===== config.mk =====
export PLATFORM = sky130hd
export DESIGN_NAME = pls_top
export DESIGN_NICKNAME = d
export VERILOG_FILES = /design/src/hdl/pls_pkg.sv /design/src/hdl/pls_top.sv
export SDC_FILE = /design/constraint.sdc
export NUM_CORES = 1
export LEC_CHECK = 0
export BUFFER_PORTS_ARGS = -buffer_cell sky130_fd_sc_hd__buf_4
export CAP_MARGIN = 25
export CORE_MARGIN = 2
export CORE_UTILIZATION = 51
export CTS_CLUSTER_DIAMETER = 200
export DETAILED_ROUTE_END_ITERATION = 8
export GPL_TIMING_DRIVEN = 1
export HOLD_SLACK_MARGIN = 0.02
export PLACE_DENSITY = 0.81
export SYNTH_ARGS = -nofsm -noshare
export SYNTH_HDL_FRONTEND = slang
export SYNTH_SLANG_ARGS = --single-unit

===== constraint.sdc =====
create_clock -name core_clk -period 5.1 [get_ports core_clk]
set_clock_uncertainty 0.2 [all_clocks]
set_input_delay 0 -clock core_clk [delete_from_list [all_inputs] [get_ports core_clk]]
set_output_delay 0 -clock core_clk [all_outputs]
set_load 0.01 [all_outputs]

===== src/hdl/pls_pkg.sv =====
/*
  Constants shared by the status indicator and strap select block.
  Assumes a single 100 MHz core clock and synchronous active-high reset.
*/
// Overview of operation
// - Straps captured at power-on and each system reset, held until next reset.
// - Link activity indicator goes active whenever a valid link is present.
// - While link is up, activity makes the link activity indicator blink.
// - Speed indicator active while resolved speed is 100 Mbps.
// - Speed indicator inactive at 10 Mbps and during line isolation.
// - Strap floating or high selects shared pin as active-low interrupt output.
// - Strap low selects shared pin as transmit error / symbol bit 4 input.
// - Low level on external reset input requests a system reset.
// - Management data is bidirectional; management clock is always an input.
package pls_pkg;
  localparam int unsigned CLK_HZ = 100_000_000;
  // Blink half period in ms
  localparam int unsigned BLINK_HALF_MS = 50;
  localparam int unsigned BLINK_HALF_CYC = (CLK_HZ / 1000) * BLINK_HALF_MS;
  localparam logic LED_ON = 1'b1;
  localparam logic LED_OFF = 1'b0;
  localparam logic STRAP_IRQ = 1'b1;
  localparam logic IRQ_IDLE_N = 1'b1;
  typedef enum logic [1:0] {PLS_IDLE, PLS_ON, PLS_OFF} pls_blink_e;
endpackage : pls_pkg


===== src/hdl/pls_top.sv =====
/*
  Pin-level indicator drive and shared interrupt/transmit-error pin select.
  Assumes link, activity, speed and isolation flags come from core logic,
  all synchronous to core_clk; power-on reset arrives as sys_rst.
*/
`timescale 1ns/1ps
module pls_top #(
  parameter int unsigned BLINK_HALF_CYCLES = pls_pkg::BLINK_HALF_CYC
) (
  input wire logic core_clk,
  input wire logic sys_rst,
  input wire logic external_reset_n,
  input wire logic irq_pin_function_strap,
  input wire logic link_up,
  input wire logic activity,
  input wire logic speed_100,
  input wire logic line_isolate,
  input wire logic irq_request,
  input wire logic shared_pin_in,
  input wire logic mdc,
  input wire logic mdio_in,
  input wire logic mdio_drive,
  input wire logic mdio_out_val,
  output logic link_activity_led,
  output logic speed_led,
  output logic interrupt_out_n,
  output logic shared_pin_oe,
  output logic transmit_error_in,
  output logic transmit_symbol_bit4,
  output logic mdc_core,
  output logic mdio_core_in,
  output logic mdio_out,
  output logic mdio_oe,
  output logic soft_reset_req
);
  // Elaboration-time refusal of a blink period the counter cannot serve
  if (BLINK_HALF_CYCLES < 1) begin : g_bad_blink
    $error("BLINK_HALF_CYCLES must be at least 1");
  end

  localparam int CW = (BLINK_HALF_CYCLES > 1) ? $clog2(BLINK_HALF_CYCLES) : 1;
  localparam logic [CW-1:0] CNT_LAST = CW'(BLINK_HALF_CYCLES - 1);

  //////////////////////////////////////////////////////////////////////////////
  // Reset and strap capture
  wire rst_any = sys_rst | ~external_reset_n;
  logic strap_r;
  logic in_rst_r;

  // Strap tracks the pin during reset and freezes at release
  always_ff @(posedge core_clk) begin
    in_rst_r <= rst_any;
    if (rst_any) begin
      strap_r <= irq_pin_function_strap;
    end
  end

  wire irq_mode = (strap_r == pls_pkg::STRAP_IRQ);

  //////////////////////////////////////////////////////////////////////////////
  // Activity blink
  pls_pkg::pls_blink_e state_r, state_nxt;
  logic [CW-1:0] cnt_r;
  logic pend_r;
  wire cnt_done = (cnt_r == CNT_LAST);

  always_comb begin
    state_nxt = state_r;
    unique case (state_r)
      pls_pkg::PLS_IDLE: if (link_up && (activity || pend_r)) state_nxt = pls_pkg::PLS_OFF;
      pls_pkg::PLS_OFF: if (cnt_done) state_nxt = pls_pkg::PLS_ON;
      pls_pkg::PLS_ON: if (cnt_done) state_nxt = pls_pkg::PLS_IDLE;
      // Fourth code of the two-bit state is illegal; recover to idle
      default: state_nxt = pls_pkg::PLS_IDLE;
    endcase
    if (!link_up) state_nxt = pls_pkg::PLS_IDLE;
  end

  wire link_activity_led_nxt = (link_up && state_nxt != pls_pkg::PLS_OFF) ? pls_pkg::LED_ON
                : pls_pkg::LED_OFF;
  wire speed_led_nxt = (speed_100 && !line_isolate) ? pls_pkg::LED_ON
                : pls_pkg::LED_OFF;

  always_ff @(posedge core_clk) begin
    if (rst_any) begin
      state_r <= pls_pkg::PLS_IDLE;
      cnt_r <= '0;
      pend_r <= 1'b0;
    end else begin
      state_r <= state_nxt;
      cnt_r <= (state_nxt != state_r || cnt_done) ? '0 : cnt_r + 1'b1;
      // Activity during a blink is remembered so a busy link keeps blinking
      if (state_r == pls_pkg::PLS_IDLE || !link_up) begin
        pend_r <= 1'b0;
      end else if (activity) begin
        pend_r <= 1'b1;
      end
    end
  end

  //////////////////////////////////////////////////////////////////////////////
  // Pin drive, all registered
  always_ff @(posedge core_clk) begin
    if (rst_any) begin
      link_activity_led <= pls_pkg::LED_OFF;
      speed_led <= pls_pkg::LED_OFF;
      interrupt_out_n <= pls_pkg::IRQ_IDLE_N;
      shared_pin_oe <= 1'b0;
      transmit_error_in <= 1'b0;
      transmit_symbol_bit4 <= 1'b0;
      mdc_core <= 1'b0;
      mdio_core_in <= 1'b1;
      mdio_out <= 1'b1;
      mdio_oe <= 1'b0;
    end else begin
      link_activity_led <= link_activity_led_nxt;
      speed_led <= speed_led_nxt;
      interrupt_out_n <= irq_mode ? ~irq_request : pls_pkg::IRQ_IDLE_N;
      shared_pin_oe <= irq_mode;
      transmit_error_in <= irq_mode ? 1'b0 : shared_pin_in;
      transmit_symbol_bit4 <= irq_mode ? 1'b0 : shared_pin_in;
      mdc_core <= mdc;
      mdio_core_in <= mdio_in;
      mdio_out <= mdio_out_val;
      mdio_oe <= mdio_drive;
    end
  end

  always_ff @(posedge core_clk) begin
    soft_reset_req <= in_rst_r;
  end
endmodule : pls_top


==> results of run 1 <==
-- cells by family after synthesis --
kind of cell,share of synthesized area [%]
buf+inv,4.02
compound gates,9.49
mux,0.683
xor+xnor,6.91
fa+ha+maj,0.759
flops,46.8
simple gates,31.4
-- metrics by stage --
| step | hold WS (ns) | area (um2) | util (%) | setup slack, ns | std cells |
|---|---|---|---|---|---|
| 6_report | 0.140 | 2140 | 70.1 | 2.51 | 267 |
| 5_1_grt | 0.144 | 2140 | 70.1 | 2.41 | 267 |
| 4_1_cts | 0.142 | 2140 | 70.1 | 2.63 | 267 |
| 3_5_place_dp | -0.0305 | 1860 | 60.8 | 2.75 | 237 |
| 3_3_place_gp | -0.0387 | 1860 | 60.8 | 2.87 | 237 |
| 2_1_floorplan | -0.138 | 1650 | - | 2.91 | 177 |
-- path summary, 6_finish.rpt --
check / start / to / depth (start not counted)
worst max-delay path: sys_rst / speed_led / 7
worst max register to register: cnt_r[0] / link_activity_led / 6
worst min register to register: in_rst_r / soft_reset_req / 0
worst min-delay path: in_rst_r / soft_reset_req / 0
-- state kept, by name, indices dropped and copies added (netlist names) --
register              cells
cnt_r                    23
state_r                   2
in_rst_r                  1
interrupt_out_n           1
irq_mode                  1
link_activity_led         1
mdc_core                  1
mdio_core_in              1
mdio_oe                   1
mdio_out                  1
pend_r                    1
shared_pin_oe             1
soft_reset_req            1
speed_led                 1
transmit_symbol_bit4      1
-- power by group --
part           total [W]  internal [W]  switching [W]
registers       0.000306      0.000303     0.00000250
logic          0.0000376     0.0000229      0.0000147
clock network   0.000163     0.0000663      0.0000964
total           0.000506      0.000392       0.000114
-- metal layers --
metal | track usage [%] | wire length [um] | share of wire, % | vias to the layer above
met5 | 0 | 0 | 0 | -
met3 | 4.48 | 223 | 5.6 | 18
met1 | 28.9 | 1550 | 39 | 691
met4 | 13.4 | 156 | 3.9 | 0
met2 | 38.9 | 2070 | 52 | 59
li1 | - | - | - | 741
-- repair_timing --
action | CTS | global route
setup buffers | 0 | 0
endpoints found under the hold margin | 15 | 0
hold buffers | 22 | 0
-- final cells by class --
| cell class | instances | area [um2] | share of cell area [%] |
|---|---|---|---|
| Clock buffer | 6 | 51.3 | 2.40 |
| Clock inverter | 2 | 12.5 | 0.585 |
| Inverter | 5 | 18.8 | 0.877 |
| Multi-Input combinational cell | 124 | 816 | 38.1 |
| Sequential cell | 38 | 771 | 36.0 |
| Tap cell | 44 | 55.1 | 2.57 |
| Timing Repair Buffer | 48 | 415 | 19.4 |
-- cell usage in the layout (no fill, tap or decap), types with 2 or more instances in the layout --
| master | synthesis | routed |
|---|---|---|
| inv_1 | 5 | 5 |
| and3_1 | 2 | 2 |
| nand4_1 | 6 | 6 |
| nor4_1 | 8 | 8 |
| dfxtp_1 | 37 | 37 |
| and2_1 | 3 | 3 |
| xnor2_1 | 10 | 10 |
| clkbuf_4 | 0 | 5 |
| nand3_1 | 10 | 10 |
| a211oi_1 | 2 | 2 |
| or3_1 | 7 | 7 |
| nand2b_1 | 2 | 2 |
| nand2_1 | 11 | 11 |
| buf_4 | 1 | 26 |
| nor3_1 | 21 | 20 |
| dlygate4sd3_1 | 0 | 22 |
| a211oi_2 | 6 | 6 |
| nor3b_1 | 4 | 4 |
| nor2_1 | 5 | 5 |
| xor2_1 | 3 | 3 |
| or4_1 | 3 | 3 |
| o21ai_0 | 7 | 7 |
==> metrics.txt, run 1 <==
core area=0.00305 mm2; ys flop type=dfxtp_1; post-synth top area share=45.0%; post-CTS sizing=0; Buffers on Ports=24; power per cell area=236 mW/mm2; register bit total from synthesis=38; GR Overflow Total=0; Root Buffer=clkbuf_4; Max Root-Sink Buffers=2; sequential-to-total area share from yosys stat=46.8%; top cells by area, synth=dfxtp_1 (45%), nor3_1 (6.4%), xnor2_1 (5.3%); initial antenna violation count=0; leakage=0.706 nW; max-cap check violation count=0; Worst-path clk slew=0.11 ns; status=completed; CP Capture Type=register; H-tree depth=2; worst skew pair latency=0.34 ns; Critical-path top delay cell=dlygate4sd3_1; CP required=5.19 ns; Slew HR=60.1%; Buf+Inv Stages, Crit Path=5; fmax=0.386 GHz; cell row count=20; GRT Total Usage=23.6%; # setup viols final=0; pin count of the biggest net entering global routing=24; die footprint=0.00370 mm2; Power Total=0.000506 W; fillers=218; setup TNS=0 ns; CTS sink cnt=38; Routed Antenna Nets=0; Yosys warning count=0; Slew @ Worst Pin=0.593 ns; Final HPWL DP=2450 um; wire length per cell=15.0 um; initial drt markers=68; mapped cell area=0.00165 mm2; Worst EP arrival=2.68 ns; R2R setup slack=2.62 ns; via count=1,509; n_diodes=0; nets=237; post-route minimum period=2.59 ns; DRC=0; count leader, synth=dfxtp_1; family with the most delay on the worst path=buffers and inverters; WL final=4000 um; I/O pin cnt=25; EDFF count, synth=1; Worst Hold Class=register to register; Final period util=50.8%; largest fanout on the critical path=7; top cells by count, synth=dfxtp_1 (37), nor3_1 (21), nand2_1 (11); clock buffer count from CTS=5; Slew Viols, Final=0; Via density=5.65; Yosys top cell by area=dfxtp_1; syn nets=192; synth unique cells=38; Syn Inst Count=177; Initial Util=54.0%; slowest stage delay, CP=0.66 ns; Synth Area per Inst=9.31 um2; layout cells sized above 1=20.6%; Setup crit start kind=input pin; ys async rst share=0%; Initial DRT Pass Iterations=5; Max VDD drop=0.163 mV; kind of critical path=input pin to register; CTS tree=yes; crit path cell chain=dlygate4sd3_1 -> buf_4 -> nor2b_1 -> dlygate4sd3_1 -> inv_1 -> nor3b_1 -> dlygate4sd3_1; vias in the first global route=1,427; die height=60.8 um; CP dominant cell by count=dlygate4sd3_1; RSZ-0062 raised after global routing=no; RePlAce Congestion=0.850; Fin. Hold Viols=0; DIE WIDTH=60.8 um; first-pass GRT wire length=6380 um; P&R area growth vs syn=29.8%
No activity file was read; power rests on OpenSTA's default activity.
==> inputs of run 2 (changes only) <==
--- a/config.mk
+++ b/config.mk
@@ -8,12 +8,12 @@
 export BUFFER_PORTS_ARGS = -buffer_cell sky130_fd_sc_hd__buf_4
 export CAP_MARGIN = 25
 export CORE_MARGIN = 2
-export CORE_UTILIZATION = 51
+export CORE_UTILIZATION = 50
 export CTS_CLUSTER_DIAMETER = 200
 export DETAILED_ROUTE_END_ITERATION = 8
 export GPL_TIMING_DRIVEN = 1
 export HOLD_SLACK_MARGIN = 0.02
-export PLACE_DENSITY = 0.81
+export PLACE_DENSITY = 0.82
 export SYNTH_ARGS = -nofsm -noshare
 export SYNTH_HDL_FRONTEND = slang
 export SYNTH_SLANG_ARGS = --single-unit
==> constraint.sdc (replaced) <==
create_clock -name core_clk -period 2.23 [get_ports core_clk]
set_clock_uncertainty 0.2 [all_clocks]
set_input_delay 0 -clock core_clk [delete_from_list [all_inputs] [get_ports core_clk]]
set_output_delay 0 -clock core_clk [all_outputs]
set_load 0.01 [all_outputs]
==> run 2 against run 1 <==
  * Via count is 1.5% lower
  * Sequential power is 130% higher
  * Clock power rose to 3.4 times the previous value
  * Non-clock buffer count is 7 higher
  * Sequential share of layout area down 1.4 points
  * Final area increased by 4.1%
  * Worst hold slack better by 0.014 ns
  * Critical endpoint is now cnt_r[17]
  * Largest cell class unchanged
==> metrics.txt, run 2 (synthesis gave the netlist of run 1 again) <==
status=completed (unchanged); setup TNS=0 ns (unchanged); GR Overflow Total=0 (unchanged); Cell Count, Final, Fillers Out=274 (was 267); core area=0.00310 mm2 (was 0.00305 mm2); Slew HR=61.8% (was 60.1%); CP required=2.30 ns (was 5.19 ns); family with the most delay on the worst path=simple AND/OR/NAND/NOR gates (was buffers and inverters); kind of critical path=register to register (was input pin to register); leakage=0.762 nW (was 0.706 nW); Worst R2R End=cnt_r[17] (was link_activity_led); Largest register FFs=23 (unchanged); fmax=0.466 GHz; Worst EP arrival=2.22 ns (was 2.68 ns); first-pass GRT wire length=6350 um (was 6380 um); I/O pin cnt=25 (unchanged); Initial DRT Pass Iterations=4 (was 5); Final Cell Area=0.00223 mm2 (was 0.00214 mm2); Cells after DPL=247 (was 237); most frequent cells in the layout=dfxtp_1 (36), buf_4 (36), nor3_1 (20), dlygate4sd3_1 (19), nand2_1 (11) (was dfxtp_1 (37), buf_4 (26), dlygate4sd3_1 (22), nor3_1 (20), nand2_1 (11)); crit path cell chain=nand3_2 -> or4_1 -> or3_1 -> a211oi_2 (was dlygate4sd3_1 -> buf_4 -> nor2b_1 -> dlygate4sd3_1 -> inv_1 -> nor3b_1 -> dlygate4sd3_1); WL final=3900 um (was 4000 um); hold endpoint=irq_mode (was soft_reset_req); hold_sp=irq_pin_function_strap (was in_rst_r); Top Registers=cnt_r (23), state_r (2) (unchanged); DIE WIDTH=61.4 um (was 60.8 um); Biggest register=cnt_r (unchanged); Routed Antenna Nets=0 (unchanged); initial drt markers=38 (was 68); reg2reg path depth=4 (was 6); Buf+Inv Stages, Crit Path=0 (was 5); WHS Path Cells=2 (was 0); area of the multi-input gates=820 um2 (was 816 um2); Root Buffer=clkbuf_4 (unchanged); Initial Util=53.1% (was 54.0%); Final HPWL DP=2540 um (was 2450 um); Fin. Hold Viols=0 (unchanged); die footprint=0.00377 mm2 (was 0.00370 mm2); Slew @ Worst Pin=0.569 ns (was 0.593 ns); Crit Reg-Reg Startpoint=cnt_r[6] (was cnt_r[0]); Critical-path top delay cell=or4_1 (was dlygate4sd3_1); CTS tree=yes (unchanged); H-tree depth=2 (unchanged); clock buffer count from CTS=5 (unchanged); Worst-path clk slew=0.12 ns (was 0.11 ns); CTS sink cnt=38 (unchanged); Slew Viols, Final=0 (unchanged); GRT Total Usage=23.3% (was 23.6%); Hold Slack=0.154 ns (was 0.140 ns); DRC=0 (unchanged); slowest stage delay, CP=0.65 ns (was 0.66 ns); max-cap check violation count=0 (unchanged); largest fanout on the critical path=7 (unchanged); fillers=241 (was 218); worst slack, placed=-0.00233 ns (was 2.75 ns); Max VDD drop=0.467 mV (was 0.163 mV); RSZ-0062 raised after global routing=no (unchanged); Buffers on Ports=24 (unchanged); post-route minimum period=2.15 ns; power per cell area=600 mW/mm2 (was 236 mW/mm2); Post CTS Setup Buffer Count=0 (unchanged); Seq. cell area=772 um2 (was 771 um2); n_diodes=0 (unchanged); Max Root-Sink Buffers=2 (unchanged); Setup crit start kind=register (was input pin); Via density=5.42 (was 5.65); cell row count=20 (unchanged); Worst Hold Class=input pin to register (was register to register); pin count of the biggest net entering global routing=24 (unchanged); worst skew pair latency=0.37 ns (was 0.34 ns); CP Capture Type=register (unchanged); # setup viols final=0 (unchanged); P&R area growth vs syn=35.2% (was 29.8%); R2R setup slack=0.08 ns (was 2.62 ns); initial antenna violation count=0 (unchanged); wire length per cell=14.2 um (was 15.0 um); RePlAce Congestion=0.914 (was 0.850); Worst Slack Setup Final=0.0828 ns (was 2.51 ns); nets=244 (was 237); vias in the first global route=1,523 (was 1,427); die height=61.4 um (was 60.8 um); layout cells sized above 1=25.2% (was 20.6%); Final period util=96.3%; placed inst area=0.00193 mm2 (was 0.00186 mm2); via count=1,486 (was 1,509)
run 2: timing repair:
action | 4_1_cts | 5_1_grt
hold buffers | 19 | 0
setup endpoints to repair | 1 | 4
resized for setup | 1 | 1
pin swaps | 0 | 0
endpoints found under the hold margin | 15 | 0
run 2: metrics by stage:
| step | util [%] | total power, W |
|---|---|---|
| after global placement | 62.2 | 0.000771 |
| after floorplan | - | 0.000738 |
| after detailed placement | 62.2 | 0.000774 |
| after CTS | 71.7 | 0.00134 |
| after global routing | 71.8 | 0.00139 |
| final | 71.8 | 0.00134 |
run 2: worst max path at each step:
stage | startpoint | to | slack (ns) | depth (start not counted)
global placement | cnt_r[0] | cnt_r[22] | 0.11 | 5
global route | cnt_r[6] | cnt_r[17] | 0.007 | 4
floorplan | cnt_r[0] | cnt_r[22] | 0.04 | 6
detailed placement | cnt_r[0] | cnt_r[18] | -0.002 | 5
CTS | cnt_r[0] | cnt_r[18] | 0.06 | 5
finish | cnt_r[6] | cnt_r[17] | 0.08 | 4
run 2: power by group:
part           leakage (nW)  total [W]  internal, W  switching [W]
combinational         0.397  0.0000849    0.0000520      0.0000329
clock                0.0536   0.000551     0.000306       0.000246
sequential            0.311   0.000699     0.000694     0.00000592
total                 0.762    0.00134      0.00105       0.000284
run 2: per-layer routing:
layer / GRT usage (%) / wire [um] / up-vias
met1: 22.6 / 1550 / 696
li1: - / - / 756
met2: 43.8 / 2180 / 29
met5: 0 / 0 / -
met4: 11.9 / 52 / 0
met3: 7.56 / 126 / 5
run 2: area by class of cell:
type / instances / area share [%]
clock inverter: 2 / 1.74
sequential: 38 / 34.7
timing repair buffer: 55 / 20.7
tap: 44 / 2.47
multi-input combinational: 124 / 36.8
clock buffer: 6 / 2.81
inverter: 5 / 0.843
==> inputs of run 3 (changes only) <==
--- a/config.mk
+++ b/config.mk
@@ -14,6 +14,7 @@
 export GPL_TIMING_DRIVEN = 1
 export HOLD_SLACK_MARGIN = 0.02
 export PLACE_DENSITY = 0.82
+export RECOVER_POWER = 50
 export SYNTH_ARGS = -nofsm -noshare
 export SYNTH_HDL_FRONTEND = slang
 export SYNTH_SLANG_ARGS = --single-unit
==> run 3 against run 2 <==
  * Via count grew 0.67%
  * Final area shrank 2.0%
  * Routed wire length grew 0.31%
  * Clock power is essentially flat
  * Maximum frequency is essentially flat
  * Non-clock buffer count is the same
  * Combinational power shrank 8.0%
==> metrics.txt, run 3 (synthesis gave the netlist of run 1 again) <==
status=completed (unchanged); Post CTS Setup Buffer Count=0 (unchanged); Worst Slack Setup Final=0.0828 ns (about the same); RSZ-0062 raised after global routing=no (unchanged); Cells after DPL=247 (unchanged); Largest register FFs=23 (unchanged); fmax=0.466 GHz (about the same); first-pass GRT wire length=6350 um (unchanged); cell row count=20 (unchanged); Worst R2R End=cnt_r[17] (unchanged); reg2reg path depth=4 (unchanged); leakage=0.715 nW (was 0.762 nW); Power Total=0.00133 W (was 0.00134 W); layout cells sized above 1=20.0% (was 25.2%); die height=61.4 um (unchanged); DIE WIDTH=61.4 um (unchanged); vias in the first global route=1,523 (unchanged); Top Registers=cnt_r (23), state_r (2) (unchanged); GRT Total Usage=23.3% (unchanged); initial antenna violation count=0 (unchanged); largest fanout on the critical path=7 (unchanged); Hold Slack=0.158 ns (was 0.154 ns); Slew @ Worst Pin=0.569 ns (about the same); Worst EP arrival=2.22 ns (about the same); nets=244 (unchanged); Setup crit start kind=register (unchanged); GR Overflow Total=0 (unchanged); R2R setup slack=0.08 ns (about the same); kind of critical path=register to register (unchanged); most frequent cells in the layout=dfxtp_1 (36), buf_4 (22), nor3_1 (20), dlygate4sd3_1 (19), clkbuf_1 (12) (was dfxtp_1 (36), buf_4 (36), nor3_1 (20), dlygate4sd3_1 (19), nand2_1 (11)); Crit Reg-Reg Startpoint=cnt_r[6] (unchanged); Routed Antenna Nets=0 (unchanged); Buffers on Ports=24 (unchanged); RePlAce Congestion=0.914 (unchanged); Max VDD drop=0.468 mV (was 0.467 mV); CP required=2.30 ns (about the same); WL final=3910 um (was 3900 um); I/O pin cnt=25 (unchanged); CP Capture Type=register (unchanged); post-route minimum period=2.15 ns (about the same); Fin. Hold Viols=0 (unchanged); die footprint=0.00377 mm2 (unchanged); clock buffer count from CTS=5 (unchanged); via count=1,496 (was 1,486); pin count of the biggest net entering global routing=24 (unchanged); CTS tree=yes (unchanged); n_diodes=0 (unchanged); Slew Viols, Final=0 (unchanged); Final period util=96.3% (about the same); Initial Util=53.1% (unchanged); Worst Hold Class=register to register (was input pin to register); worst slack, placed=-0.00233 ns (unchanged); hold endpoint=soft_reset_req (was irq_mode); Initial DRT Pass Iterations=4 (unchanged); Cell Count, Final, Fillers Out=274 (unchanged); Worst-path clk slew=0.12 ns (about the same); max-cap check violation count=0 (unchanged); worst skew pair latency=0.36 ns (was 0.37 ns); Final HPWL DP=2540 um (unchanged); Biggest register=cnt_r (unchanged); leading cell type in the layout, fill and taps excluded=dfxtp_1; P&R area growth vs syn=32.4% (was 35.2%); core area=0.00310 mm2 (unchanged); # setup viols final=0 (unchanged); Max Root-Sink Buffers=2 (unchanged); initial drt markers=40 (was 38); H-tree depth=2 (unchanged); CTS sink cnt=38 (unchanged); Slew HR=61.7% (was 61.8%); Root Buffer=clkbuf_4 (unchanged); DRC=0 (unchanged); Via density=5.46 (was 5.42); power per cell area=609 mW/mm2 (was 600 mW/mm2); hold_sp=in_rst_r (was irq_pin_function_strap); wire length per cell=14.3 um (was 14.2 um); WHS Path Cells=0 (was 2)
==> run 3: changes by cell type in the layout (fill, tap and decap cells not counted) <==
cell,previous run,this run
and2_0,0,1
clkbuf_1,0,12
clkbuf_4,5,7
and2_1,3,2
buf_4,36,22
==> run 3: cell type report <==
type                    instances  area, um2
clock buffers                   6       62.6
clock inverters                 2       38.8
fillers                       263        921
inverters                       5       18.8
multi-input cells             124        820
flip-flops and latches         38        772
well taps                      44       55.1
repair buffers                 55        415
==> run 3: where the power goes <==
group | internal, W | switching [W] | total, W | leakage (nW)
combinational | 0.0000452 | 0.0000329 | 0.0000781 | 0.350
sequential | 0.000694 | 0.00000572 | 0.000699 | 0.311
clock | 0.000306 | 0.000245 | 0.000551 | 0.0536
total | 0.00104 | 0.000284 | 0.00133 | 0.715
==> run 3: layer usage <==
layer | up-vias | track usage, % | part of all wire, %
met5 | - | 0 | 0
met4 | 0 | 11.9 | 1.4
met3 | 7 | 7.56 | 5.4
met2 | 44 | 43.8 | 55
met1 | 689 | 22.6 | 38
li1 | 756 | - | -
==> run 3: stage by stage <==
stage / instance area, um2 / setup TNS (ns) / util (%)
6_report: 2180 / 0 / 70.3
2_1_floorplan: 1650 / 0 / -
3_3_place_gp: 1930 / 0 / 62.2
5_1_grt: 2180 / 0 / 70.3
3_5_place_dp: 1930 / -0.00233 / 62.2
4_1_cts: 2230 / 0 / 71.7
==> run 3: worst max-delay path by stage <==
stage,start,to,slack [ns],depth (start not counted)
after floorplan,cnt_r[0],cnt_r[22],0.04,6
after global placement,cnt_r[0],cnt_r[22],0.11,5
after detailed placement,cnt_r[0],cnt_r[18],-0.002,5
after CTS,cnt_r[0],cnt_r[18],0.06,5
after global routing,cnt_r[6],cnt_r[17],0.007,4
final,cnt_r[6],cnt_r[17],0.08,4
==> run 3: what timing repair did <==
item                       4_1_cts  5_1_grt
hold buffers                    19        0
resized for setup                1        1
setup endpoints to repair        1        4
hold endpoints to repair        15        0
==> run 3: critical path, cell delays in order, from the launching register on <==
cell	delay [ns]
dfxtp_1	0.45
nand3_2	0.15
or4_1	0.65
or3_1	0.37
a211oi_2	0.23
